$ cat src/shared/bfc_pkg.sv
package bfc_pkg;

  // Datapath geometry
  localparam int DATA_W = 36;
  localparam int LANE_W = 9;
  localparam int LANES = 4;
  localparam int PARITY_POS = 8;
  localparam int QUEUE_DEPTH = 32;
  localparam int LEVEL_W = 6;

  // Almost-full / almost-empty offset presets
  localparam logic [LEVEL_W-1:0] OFFSET_HH = 6'h10;
  localparam logic [LEVEL_W-1:0] OFFSET_HL = 6'h0c;
  localparam logic [LEVEL_W-1:0] OFFSET_LH = 6'h08;
  localparam logic [LEVEL_W-1:0] OFFSET_LL = 6'h04;
  localparam logic [LEVEL_W-1:0] LEVEL_FULL = 6'h20;
  localparam logic [LEVEL_W-1:0] LEVEL_EMPTY = 6'h00;

  typedef struct packed {
    logic cs_n;
    logic write_not_read;
    logic enable;
    logic mailbox_select;
  } bfc_port_a_ctl_type;

  typedef struct packed {
    logic cs_n;
    logic write_not_read;
    logic enable;
    logic size_hi;
    logic size_lo;
  } bfc_port_b_ctl_type;

  // All flags active low, as on the pins
  typedef struct packed {
    logic empty_n;
    logic almost_empty_n;
    logic full_n;
    logic almost_full_n;
  } bfc_flags_type;

  localparam bfc_flags_type FLAGS_RESET = '{
    empty_n: 1'b0, almost_empty_n: 1'b0, full_n: 1'b0, almost_full_n: 1'b1};
  localparam logic MAIL_NONE = 1'b1;
  localparam logic MAIL_NEW = 1'b0;
  localparam logic [DATA_W-1:0] DATA_RESET = 36'h0_0000_0000;

endpackage : bfc_pkg

$ cat src/hw/bfc_port_control.sv
// Notes on behaviour
// - Reset may change at any moment; it is synchronised inside.
// - Reset clears pointers; full, empty, almost-empty low; almost-full high.
// - Reset sets both mail flags high, meaning no new mail.
// - Full flags go high on the second port clock edge after reset release.
// - Offset selects are captured into the offset register at reset release.
// - Offset is 16, 12, 8 or 4 for selects HH, HL, LH, LL.
// - Port A bus drives only while its chip select and write/read are low.
// - Port A write to A-to-B queue needs select, write, enable, no mailbox, not full.
// - Port A read from B-to-A queue needs select, read, enable, no mailbox, not empty.
// - Port B bus drives only while its chip select and write/read are low.
// - Port B queue write needs select, write, enable, a size low, not full.
// - Port B queue read needs select, read, enable, not empty, a size low.
// - Chip select and write/read count for transfers only in cycles with enable high; bus drive ignores enable.
// - Every queue status flag passes two flip-flop stages before the pin.
// - Each port's flags change only on that port's clock edges.
// - Port A sets A-to-B mail or clears B-to-A mail; port B mirrors.
// - Port A mailbox write shows on port B bus when it reads mail.
// - Port B mailbox write shows on port A bus when it reads mail.
// - Parity error flags follow only bus and odd/even, not controls; parity bits 8,17,26,35.
// - Generated parity replaces parity bits only on mailbox reads.
// - Port B parity flag re-evaluates on the edge applying a new size.
// - Port B write with both sizes high fills mailbox; blocked while flag low.
// - Writes to a full queue are ignored; contents and pointer kept.
`timescale 1ns/10ps
module bfc_port_control import bfc_pkg::*; (
  // Clock and reset
  input wire logic clk,
  input wire logic rst_n,
  // Offset preset and parity sense
  input wire logic offset_select_hi,
  input wire logic offset_select_lo,
  input wire logic parity_odd_select,
  // Port A controls
  input wire bfc_port_a_ctl_type port_a_ctl,
  input wire logic port_a_parity_generate,
  // Port A data pins
  input wire logic [DATA_W-1:0] port_a_data_in,
  output logic [DATA_W-1:0] port_a_data_out,
  output logic port_a_data_oe_n,
  // Port A status
  output bfc_flags_type port_a_flags,
  output logic port_a_parity_error_n,
  output logic a_to_b_mail_flag,
  // Port B controls
  input wire bfc_port_b_ctl_type port_b_ctl,
  input wire logic port_b_parity_generate,
  // Port B data pins
  input wire logic [DATA_W-1:0] port_b_data_in,
  output logic [DATA_W-1:0] port_b_data_out,
  output logic port_b_data_oe_n,
  // Port B status
  output bfc_flags_type port_b_flags,
  output logic port_b_parity_error_n,
  output logic b_to_a_mail_flag
);

  // Reset synchroniser
  logic rst_meta_r;
  logic rst_sync_n;

  // Offset register
  logic rst_seen_r;
  logic [LEVEL_W-1:0] offset_r;
  logic [LEVEL_W-1:0] offset_nxt;

  // Queue handshakes
  logic ab_in_ready;
  logic ab_out_valid;
  logic [DATA_W-1:0] ab_out_data;
  logic [LEVEL_W-1:0] ab_level;
  logic ba_in_ready;
  logic ba_out_valid;
  logic [DATA_W-1:0] ba_out_data;
  logic [LEVEL_W-1:0] ba_level;

  // Decoded port operations
  logic a_sel;
  logic a_wr_queue;
  logic a_rd_queue;
  logic a_wr_mail;
  logic a_rd_mail;
  logic b_sel;
  logic b_mail_size;
  logic b_wr_queue;
  logic b_rd_queue;
  logic b_wr_mail;
  logic b_rd_mail;

  // Flags and mailboxes
  bfc_flags_type a_flags_s1_r;
  bfc_flags_type a_flags_r;
  bfc_flags_type b_flags_s1_r;
  bfc_flags_type b_flags_r;
  logic ab_mail_flag_r;
  logic ba_mail_flag_r;
  logic [DATA_W-1:0] ab_mailbox_r;
  logic [DATA_W-1:0] ba_mailbox_r;

  // Port B size applied at the clock edge
  logic b_size_hi_r;
  logic b_size_lo_r;
  logic b_mail_view;

  // Bus words
  logic [DATA_W-1:0] a_word;
  logic [DATA_W-1:0] b_word;

  function automatic bfc_flags_type level_flags(
    input logic [LEVEL_W-1:0] wr_level,
    input logic [LEVEL_W-1:0] rd_level,
    input logic [LEVEL_W-1:0] offset
  );
    bfc_flags_type f;
    f.empty_n = (rd_level != LEVEL_EMPTY);
    f.almost_empty_n = (rd_level > offset);
    f.full_n = (wr_level != LEVEL_FULL);
    f.almost_full_n = (wr_level < LEVEL_W'(LEVEL_FULL - offset));
    return f;
  endfunction : level_flags

  function automatic logic [DATA_W-1:0] insert_parity(
    input logic [DATA_W-1:0] word,
    input logic odd
  );
    logic [DATA_W-1:0] w;
    w = word;
    for (int i = 0; i < LANES; i++) begin
      w[i*LANE_W+PARITY_POS] = (^word[i*LANE_W +: PARITY_POS]) ^ odd;
    end
    return w;
  endfunction : insert_parity

  function automatic logic parity_ok(
    input logic [DATA_W-1:0] word,
    input logic odd
  );
    logic ok;
    ok = 1'b1;
    for (int i = 0; i < LANES; i++) begin
      if ((^word[i*LANE_W +: LANE_W]) != odd) begin
        ok = 1'b0;
      end
    end
    return ok;
  endfunction : parity_ok

  // Reset enters at once, leaves in step with the clock
  always_ff @(posedge clk or negedge rst_n) begin
    if (!rst_n) begin
      rst_meta_r <= 1'b0;
      rst_sync_n <= 1'b0;
    end else begin
      rst_meta_r <= 1'b1;
      rst_sync_n <= rst_meta_r;
    end
  end

  always_comb begin
    unique case ({offset_select_hi, offset_select_lo})
      2'b11: offset_nxt = OFFSET_HH;
      2'b10: offset_nxt = OFFSET_HL;
      2'b01: offset_nxt = OFFSET_LH;
      2'b00: offset_nxt = OFFSET_LL;
    endcase
  end

  // Offset caught on the first edge after reset release
  always_ff @(posedge clk or negedge rst_sync_n) begin
    if (!rst_sync_n) begin
      rst_seen_r <= 1'b0;
      offset_r <= OFFSET_LL;
    end else begin
      rst_seen_r <= 1'b1;
      if (!rst_seen_r) begin
        offset_r <= offset_nxt;
      end
    end
  end

  // Port A decode
  assign a_sel = ~port_a_ctl.cs_n & port_a_ctl.enable;
  assign a_wr_queue = a_sel & port_a_ctl.write_not_read & ~port_a_ctl.mailbox_select
    & a_flags_r.full_n & ab_in_ready;
  assign a_rd_queue = a_sel & ~port_a_ctl.write_not_read & ~port_a_ctl.mailbox_select
    & a_flags_r.empty_n & ba_out_valid;
  assign a_wr_mail = a_sel & port_a_ctl.write_not_read & port_a_ctl.mailbox_select
    & (ab_mail_flag_r == MAIL_NONE);
  assign a_rd_mail = a_sel & ~port_a_ctl.write_not_read & port_a_ctl.mailbox_select;

  // Port B decode
  assign b_sel = ~port_b_ctl.cs_n & port_b_ctl.enable;
  assign b_mail_size = port_b_ctl.size_hi & port_b_ctl.size_lo;
  assign b_wr_queue = b_sel & port_b_ctl.write_not_read & ~b_mail_size
    & b_flags_r.full_n & ba_in_ready;
  assign b_rd_queue = b_sel & ~port_b_ctl.write_not_read & ~b_mail_size
    & b_flags_r.empty_n & ab_out_valid;
  assign b_wr_mail = b_sel & port_b_ctl.write_not_read & b_mail_size
    & (ba_mail_flag_r == MAIL_NONE);
  assign b_rd_mail = b_sel & ~port_b_ctl.write_not_read & b_mail_size;

  bfc_queue #(
    .WIDTH(DATA_W),
    .DEPTH(QUEUE_DEPTH),
    .CW(LEVEL_W)
  ) u_a_to_b_queue (
    .clk(clk),
    .rst_n(rst_sync_n),
    .in_valid(a_wr_queue),
    .in_ready(ab_in_ready),
    .in_data(port_a_data_in),
    .out_valid(ab_out_valid),
    .out_ready(b_rd_queue),
    .out_data(ab_out_data),
    .level(ab_level)
  );

  bfc_queue #(
    .WIDTH(DATA_W),
    .DEPTH(QUEUE_DEPTH),
    .CW(LEVEL_W)
  ) u_b_to_a_queue (
    .clk(clk),
    .rst_n(rst_sync_n),
    .in_valid(b_wr_queue),
    .in_ready(ba_in_ready),
    .in_data(port_b_data_in),
    .out_valid(ba_out_valid),
    .out_ready(a_rd_queue),
    .out_data(ba_out_data),
    .level(ba_level)
  );

  // Port A flags: writes A-to-B, reads B-to-A
  // Reset straight from the pin; the two stages retime the release
  always_ff @(posedge clk or negedge rst_n) begin
    if (!rst_n) begin
      a_flags_s1_r <= FLAGS_RESET;
      a_flags_r <= FLAGS_RESET;
    end else begin
      a_flags_s1_r <= level_flags(ab_level, ba_level, offset_r);
      a_flags_r <= a_flags_s1_r;
    end
  end

  // Port B flags: writes B-to-A, reads A-to-B
  // Full flag rises on the second edge after release
  always_ff @(posedge clk or negedge rst_n) begin
    if (!rst_n) begin
      b_flags_s1_r <= FLAGS_RESET;
      b_flags_r <= FLAGS_RESET;
    end else begin
      b_flags_s1_r <= level_flags(ba_level, ab_level, offset_r);
      b_flags_r <= b_flags_s1_r;
    end
  end

  // A-to-B mailbox: filled by port A, emptied by port B
  always_ff @(posedge clk or negedge rst_sync_n) begin
    if (!rst_sync_n) begin
      ab_mail_flag_r <= MAIL_NONE;
      ab_mailbox_r <= DATA_RESET;
    end else if (a_wr_mail) begin
      ab_mail_flag_r <= MAIL_NEW;
      ab_mailbox_r <= port_a_data_in;
    end else if (b_rd_mail) begin
      ab_mail_flag_r <= MAIL_NONE;
    end
  end

  // B-to-A mailbox: filled by port B, emptied by port A
  always_ff @(posedge clk or negedge rst_sync_n) begin
    if (!rst_sync_n) begin
      ba_mail_flag_r <= MAIL_NONE;
      ba_mailbox_r <= DATA_RESET;
    end else if (b_wr_mail) begin
      ba_mail_flag_r <= MAIL_NEW;
      ba_mailbox_r <= port_b_data_in;
    end else if (a_rd_mail) begin
      ba_mail_flag_r <= MAIL_NONE;
    end
  end

  // Port B bus size takes effect at the clock edge
  always_ff @(posedge clk or negedge rst_sync_n) begin
    if (!rst_sync_n) begin
      b_size_hi_r <= 1'b0;
      b_size_lo_r <= 1'b0;
    end else begin
      b_size_hi_r <= port_b_ctl.size_hi;
      b_size_lo_r <= port_b_ctl.size_lo;
    end
  end

  assign b_mail_view = b_size_hi_r & b_size_lo_r;

  // Port A read data: queue output or mailbox with optional parity
  always_comb begin
    if (port_a_ctl.mailbox_select) begin
      a_word = ba_mailbox_r;
      if (port_a_parity_generate) begin
        a_word = insert_parity(ba_mailbox_r, parity_odd_select);
      end
    end else begin
      a_word = ba_out_data;
    end
  end

  // Port B read data: queue output or mailbox with optional parity
  always_comb begin
    if (b_mail_view) begin
      b_word = ab_mailbox_r;
      if (port_b_parity_generate) begin
        b_word = insert_parity(ab_mailbox_r, parity_odd_select);
      end
    end else begin
      b_word = ab_out_data;
    end
  end

  // Pin drive
  assign port_a_data_out = a_word;
  assign port_a_data_oe_n = port_a_ctl.cs_n | port_a_ctl.write_not_read;
  assign port_b_data_out = b_word;
  assign port_b_data_oe_n = port_b_ctl.cs_n | port_b_ctl.write_not_read;

  // Passive parity check on the resolved bus
  assign port_a_parity_error_n = parity_ok(port_a_data_in, parity_odd_select);
  assign port_b_parity_error_n = parity_ok(port_b_data_in, parity_odd_select);

  // Status pins
  assign port_a_flags = a_flags_r;
  assign port_b_flags = b_flags_r;
  assign a_to_b_mail_flag = ab_mail_flag_r;
  assign b_to_a_mail_flag = ba_mail_flag_r;

endmodule : bfc_port_control

$ cat src/hw/bfc_queue.sv
`timescale 1ns/10ps
module bfc_queue import bfc_pkg::*; #(
  parameter int WIDTH = 36,
  parameter int DEPTH = 32,
  parameter int CW = 6
) (
  // Clock and reset
  input wire logic clk,
  input wire logic rst_n,
  // Fill side
  input wire logic in_valid,
  output logic in_ready,
  input wire logic [WIDTH-1:0] in_data,
  // Drain side
  output logic out_valid,
  input wire logic out_ready,
  output logic [WIDTH-1:0] out_data,
  // Fill level
  output logic [CW-1:0] level
);

  localparam int PW = $clog2(DEPTH);
  localparam logic [CW-1:0] DEPTH_C = CW'(DEPTH);

  logic [WIDTH-1:0] mem [DEPTH];
  logic [PW-1:0] wr_ptr_r;
  logic [PW-1:0] rd_ptr_r;
  logic [CW-1:0] count_r;
  logic [WIDTH-1:0] out_data_r;
  logic push;
  logic pop;

  assign in_ready = (count_r != DEPTH_C);
  assign out_valid = (count_r != '0);
  assign push = in_valid & in_ready;
  assign pop = out_valid & out_ready;
  assign out_data = out_data_r;
  assign level = count_r;

  always_ff @(posedge clk) begin
    if (push) begin
      mem[wr_ptr_r] <= in_data;
    end
  end

  always_ff @(posedge clk or negedge rst_n) begin
    if (!rst_n) begin
      wr_ptr_r <= '0;
      rd_ptr_r <= '0;
      count_r <= '0;
    end else begin
      if (push) begin
        wr_ptr_r <= PW'(wr_ptr_r + 1'b1);
      end
      if (pop) begin
        rd_ptr_r <= PW'(rd_ptr_r + 1'b1);
      end
      if (push && !pop) begin
        count_r <= CW'(count_r + 1'b1);
      end else if (pop && !push) begin
        count_r <= CW'(count_r - 1'b1);
      end
    end
  end

  // Output register takes the next word on each pop
  always_ff @(posedge clk or negedge rst_n) begin
    if (!rst_n) begin
      out_data_r <= '0;
    end else if (pop) begin
      out_data_r <= mem[rd_ptr_r];
    end
  end

endmodule : bfc_queue

$ cat config.mk
export PLATFORM = sky130hd
export DESIGN_NAME = bfc_port_control
export DESIGN_NICKNAME = d
export VERILOG_FILES = /design/src/shared/bfc_pkg.sv /design/src/hw/bfc_port_control.sv /design/src/hw/bfc_queue.sv
export SDC_FILE = /design/constraint.sdc
export NUM_CORES = 2
export LEC_CHECK = 0
export BUFFER_PORTS_ARGS = -buffer_cell sky130_fd_sc_hd__buf_4
export CAP_MARGIN = 30
export CORE_ASPECT_RATIO = 0.8
export CORE_MARGIN = 1.5
export CORE_UTILIZATION = 60
export DETAILED_ROUTE_END_ITERATION = 16
export PLACE_DENSITY = 0.85
export SYNTH_ARGS = -nofsm -noshare
export SYNTH_HDL_FRONTEND = slang
export SYNTH_HIERARCHICAL = 1
export SYNTH_SLANG_ARGS = --single-unit
$ cat constraint.sdc
create_clock -name clk -period 7.6 [get_ports clk]
set_input_delay 1.52 -clock clk [delete_from_list [all_inputs] [get_ports clk]]
set_output_delay 1.52 -clock clk [all_outputs]
set_load 0.03 [all_outputs]
## Word level (Yosys, flattened, before mapping)

Memory sizes are Yosys's and may differ from the RTL's. A register that Yosys moved wholly into a read port is not among the register bits.
Index checks and enable logic that the tools add are counted.

| storage, ports and cells | value |
|---|---|
| register bits | 133 |
| memory bits (writable) | 2,304 |
| input port bits | 88 |
| logic and storage cells | 164 |
| memories | 2 |

| cells by class | value |
|---|---|
| add/sub/neg operators | 9 |
| $lt $le $gt $ge | 4 |
| equality and inequality tests | 13 |
| multiplexer cells | 25 |
| bitwise gates (word level) | 46 |
| reductions and logical operators | 33 |

Memories:

| name | words | bits a word | rd ports | clocked after memory_dff | wr ports | line | source |
|---|---|---|---|---|---|---|---|
| u_a_to_b_queue.mem | 32 | 36 | 1 | 1 | 1 | bfc_queue.sv:25 | `logic [WIDTH-1:0] mem [DEPTH];` |
| u_b_to_a_queue.mem | 32 | 36 | 1 | 1 | 1 | bfc_queue.sv:25 |  |

Operators with widths:

| cell | number |
|---|---|
| 2-to-1 mux 36 bit | 4 |
| parity 9 bit | 8 |
| parity 8 bit | 8 |
| AND 1 bit | 30 |
| 2-to-1 mux 6 bit | 4 |
| case mux 6 bit (4 select lines) | 1 |
| adder 5 x 1 -> 5 bit (second input constant) | 4 |
| 2-to-1 mux 1 bit | 16 |
| adder 6 x 1 -> 6 bit (second input constant) | 2 |
| > comparator 6 bit | 2 |
| < comparator 6 bit | 2 |
| != test 6 bit (second input constant) | 2 |
| nonzero test 6 bit | 2 |
| subtractor 6 x 1 -> 6 bit (second input constant) | 2 |
| != test 1 bit | 8 |
| nonzero test 2 bit | 4 |
| XOR 1 bit | 8 |
| zero test 1 bit | 6 |
| NOT 1 bit | 6 |
| subtractor 6 bit (first input constant) | 1 |
| == test 2 bit (second input constant) | 2 |
| logical AND 1 bit | 4 |
| == test 2 x 1 -> 1 bit (second input constant) | 1 |
| zero test 2 bit | 1 |
| OR 1 bit | 2 |

## Logic depth before layout (Yosys ltp)

| depth | value |
|---|---|
| word-level depth | 11 |
| depth in mapped cells | 17 |
| depth with buffers taken out | 14 |

## Cells and area by module

Netlist, hierarchy kept.

By module, submodules not included:

| module | instances | cells an instance | area each (µm²) | sequential area each (µm²) |
|---|---|---|---|---|
| bfc_queue at u_a_to_b_queue | 1 | 2,443 | 46,231.8 | 35,894.4 |
| bfc_queue at u_b_to_a_queue | 1 | 2,292 | 45,975.3 | 35,894.4 |
| bfc_port_control | 1 | 484 | 6,058.3 | 2,461.1 |

## Least setup slack after synthesis

No wires, ideal clock.

| timing | value |
|---|---|
| path kind | input to output |
| from | in port_a_data_in[2] |
| to | out port_a_parity_error_n |
| data arrival time | 3,228 ps |
| setup slack | 2,852 ps |
| cell stages on the path | 5 |
| path buffers | 0 |
| cell sequence | xnor2_1 xnor3_2 xnor2_1 or4_1 a21oi_1 |

| on the way | value |
|---|---|
| longest elaborated chain between the ends | 6 |

RTL lines:

| item | line | source |
|---|---|---|
| from (decl) | bfc_port_control.sv:38 | `input wire logic [DATA_W-1:0] port_a_data_in,` |
| parity 9 bit | bfc_port_control.sv:141 | `if ((^word[i*LANE_W +: LANE_W]) != odd) begin` |
| != test 1 bit | bfc_port_control.sv:141 |  |
| 2-to-1 mux 1 bit (4 in series) | bfc_port_control.sv:141 |  |
| to (decl) | bfc_port_control.sv:43 | `output logic port_a_parity_error_n,` |

No other way between the ends.

## Worst setup path in the final report

| timing | value |
|---|---|
| from | in port_a_data_in[20] |
| to | out port_a_parity_error_n |

| on the way | value |
|---|---|
| longest elaborated chain between the ends | 4 |

RTL lines:

| item | line |
|---|---|
| parity 9 bit | bfc_port_control.sv:141 |
| != test 1 bit | bfc_port_control.sv:141 |
| 2-to-1 mux 1 bit (2 in series) | bfc_port_control.sv:141 |

No other way between the ends.

==> impl_metrics.py <==
metrics = {
    "worst_setup_path": {
        "endpoint_kind": "output port",
        "required_ns": 6.08,
        "criticalPathCategory": "in2out",
        "worstPathArrival_ns": 3.85,
        "cp-start-kind": "primary input",
        "crit_path_max_fanout": 34,
    },
    "clock_network": {
        "post-cts-setup-buffers": 0,
        "cts_max_path_buffers": 3,
        "path_clk_slew_ns": 0.06,
        "cts.sinks": 2506,
        "htreeDepth": 4,
        "numCtsBuffers": 220,
        "postCtsHoldBufs": 0,
        "clk_latency_ns": 0.88,
        "cts_tree": "done",
        "root_buffer": "clkbuf_16",
        "cts_resized": 0,
    },
    "timing": {
        "fin_skew_ns": 0.0836,
        "finalHoldViolations": 0,
        "setup_viol": 0,
        "finalCriticalPeriod_ns": 5.37,
        "rsz0062_at_grt": "false",
        "fmax_mhz": 186,
        "slew_headroom_pct": 16.4,
        "slew_viol_final": 0,
        "fin_crit_sh_pct": 70.7,
        "setup-tns-final_ns": 0,
        "worst_slew_pin_slew_ns": 1.25,
    },
    "detailed_routing": {
        "via_count": 54800,
        "routedWlPerCell_um": 33.9,
        "routed_wl_mm": 264,
        "drtAntennaViolNets": 0,
        "drc_errors": 0,
        "drt-pass1-iter-count": 6,
        "post_drt_via_cell_ratio": 7.04,
        "drt-initial-drc-count": 8497,
    },
    "yosys": {
        "synth_edf_count": 2304,
        "synth.avg_cell_area_um2": 18.8,
        "async_flop_share_pct": 8.06,
        "netlist_instances": 5219,
        "synth.area.top_cells": "edfxtp_1, mux2i_1, mux4_2, dfrtp_1, mux2_2",
        "ys_ff_latch": 2506,
        "synth-seq-area-share_pct": 75.6,
        "synth_top_area_share_pct": 70.4,
        "synth_area_um2": 98300,
        "synth_flop_cell": "edfxtp_1",
        "yosys.area.top_type": "edfxtp_1",
        "synth-warning-count": 6,
        "synth_cell_types": 69,
    },
    "placement": {
        "dp.cells": 7353,
        "port-buffer-count": 173,
        "gp_congestion": 0.836,
        "dp_hpwl_mm": 144,
    },
    "die": {
        "start_util_pct": 60.6,
        "die_h_um": 365,
        "fp.dieArea_um2": 166000,
        "fp-row-count": 132,
        "ios": 174,
        "core_area_um2": 162000,
        "die_x_um": 455,
    },
    "grt": {
        "grt_pass1_wl_mm": 374,
        "grt-ovfl-total": 0,
        "grt_pass1_vias": 55100,
        "grt_max_degree": 137,
        "grt_use_total_pct": 31.4,
        "grt_antenna_before_repair": 12,
    },
    "pwr": {
        "seqPwrFrac_pct": 44.4,
        "power.clock.fraction_pct": 31.1,
        "p_comb_share_pct": 24.5,
        "p_int_uw": 25900,
        "netSwitchingFraction_pct": 29.8,
        "p_switching_uw": 11000,
        "leakage_uw": 0.0366,
        "power_density_nw_per_um2": 335,
        "peakVddDrop_v": 0.000311,
    },
    "layout": {
        "final_common_cell": "edfxtp_1",
        "layout_common_cells": "edfxtp_1, mux2i_1, buf_4, mux4_2, clkbuf_16",
        "multi_input_area_um2": 23000,
        "drive_gt1_share_pct": 19.8,
        "final_nets": 5567,
        "fillers": 9554,
        "area_growth_pct": 12.0,
        "regArea_um2": 74300,
        "fin_cells": 7784,
    },
    "outcome": {
        "outcome": "complete, no violations",
    },
    "worst_hold_path": {
        "hold_class": "reg2async",
    },
    "flow_run": {
        "max_cap_viol_count": 0,
    },
}
registers in the layout (all words and copies together) (netlist names), 6 cells and up:
register                 cells
u_b_to_a_queue/out_data     36
ab_mailbox_r                36
u_b_to_a_queue/mem        1152
u_b_to_a_queue/level         6
ba_mailbox_r                36
u_a_to_b_queue/out_data     36
u_a_to_b_queue/mem        1152
u_a_to_b_queue/level         6
cells in the mapped netlist, drive strengths merged, types with 6 or more instances:
master and n:
edfxtp 2304, mux2i 715, mux4 224, o22ai 210
dfrtp 195, clkbuf 157, nor2 153, buf 146
mux2 141, o21ai 121, nand2 120, xnor2 102
nor3 74, a221oi 70, a22oi 70, a21oi 52
o2111ai 42, ha 38, a211oi 35, a22o 35
a32o 35, inv 30, xor2 21, nand3 16
xnor3 14, nand3b 10, or3 10, a21o 8
nand4 8, dfstp 7, or3b 6, or4 6
final timing paths:
path	start	endpoint	slack [ns]	depth (start not counted)
setup / recovery	port_a_data_in[20]	port_a_parity_error_n	2.23	7
min in group clk	rst_meta_r	rst_sync_n	0.35	0
max in group asynchronous	rst_sync_n	u_a_to_b_queue/out_data[29]	6.00	2
hold / removal	rst_sync_n	offset_r[3]	0.19	0
setup reg to reg	u_a_to_b_queue/rd_ptr_r[1]	u_a_to_b_queue/out_data[23]	3.35	7
hold reg to reg	rst_sync_n	offset_r[3]	0.19	0
routing by layer:
layer,share of wire [%],global-route usage [%],up-vias
li1,-,-,21500
met5,0.025,0,-
met2,44,46.0,4648
met4,4.0,11.8,12
met3,16,10.2,692
met1,36,44.4,27900
per-stage QoR:
stage          util [%]  power [µW]  cell area, µm²  hold slack, ns  setup slack (ns)
2_1_floorplan         -       22600           98300           0.331              2.04
3_3_place_gp       63.1       25000          102000           0.332              2.18
3_5_place_dp       63.2       25300          102000           0.336              2.30
4_1_cts            67.8       36700          110000           0.350              2.27
5_1_grt            67.9       37800          110000           0.191              2.13
6_report           67.9       36800          110000           0.190              2.23
power by group through the flow:
| stage | Clock, µW | Sequential (µW) | Combinational (µW) |
|---|---|---|---|
| floorplan | 0 | 16200 | 6440 |
| global placement | 0 | 16600 | 8430 |
| detailed placement | 0 | 16600 | 8680 |
| CTS | 11500 | 16300 | 8820 |
| global route | 12000 | 16400 | 9390 |
| finish | 11400 | 16400 | 9030 |
worst max-delay path, cell delays in order:
cell and delay (ns):
buf_4 0.31, xnor2_1 0.17, xnor3_1 0.43, xnor2_1 0.34
or4_1 0.57, a21oi_1 0.27, buf_4 0.22
final cells by class:
| type | instances | share of cell area, % |
|---|---|---|
| Antenna cell | 4 | 0.00909 |
| Sequential cell | 2506 | 67.5 |
| Clock buffer | 307 | 5.58 |
| Timing Repair Buffer | 300 | 2.32 |
| Clock inverter | 112 | 1.18 |
| Inverter | 32 | 0.114 |
| Multi-Input combinational cell | 2379 | 20.9 |
| Tap cell | 2144 | 2.44 |
cells by family after synthesis:
logic type	count (synthesis)	synth area share [%]
other	1	0.00382
and+or+nand+nor	423	1.95
adders and majority gates	40	0.525
buffers and inverters	335	1.59
AOI/OAI and AO/OA	697	4.91
DFF	2506	75.6
muxes	1080	14.0
xor gates and xnor gates	137	1.44
No activity file was read; power rests on OpenSTA's default activity.
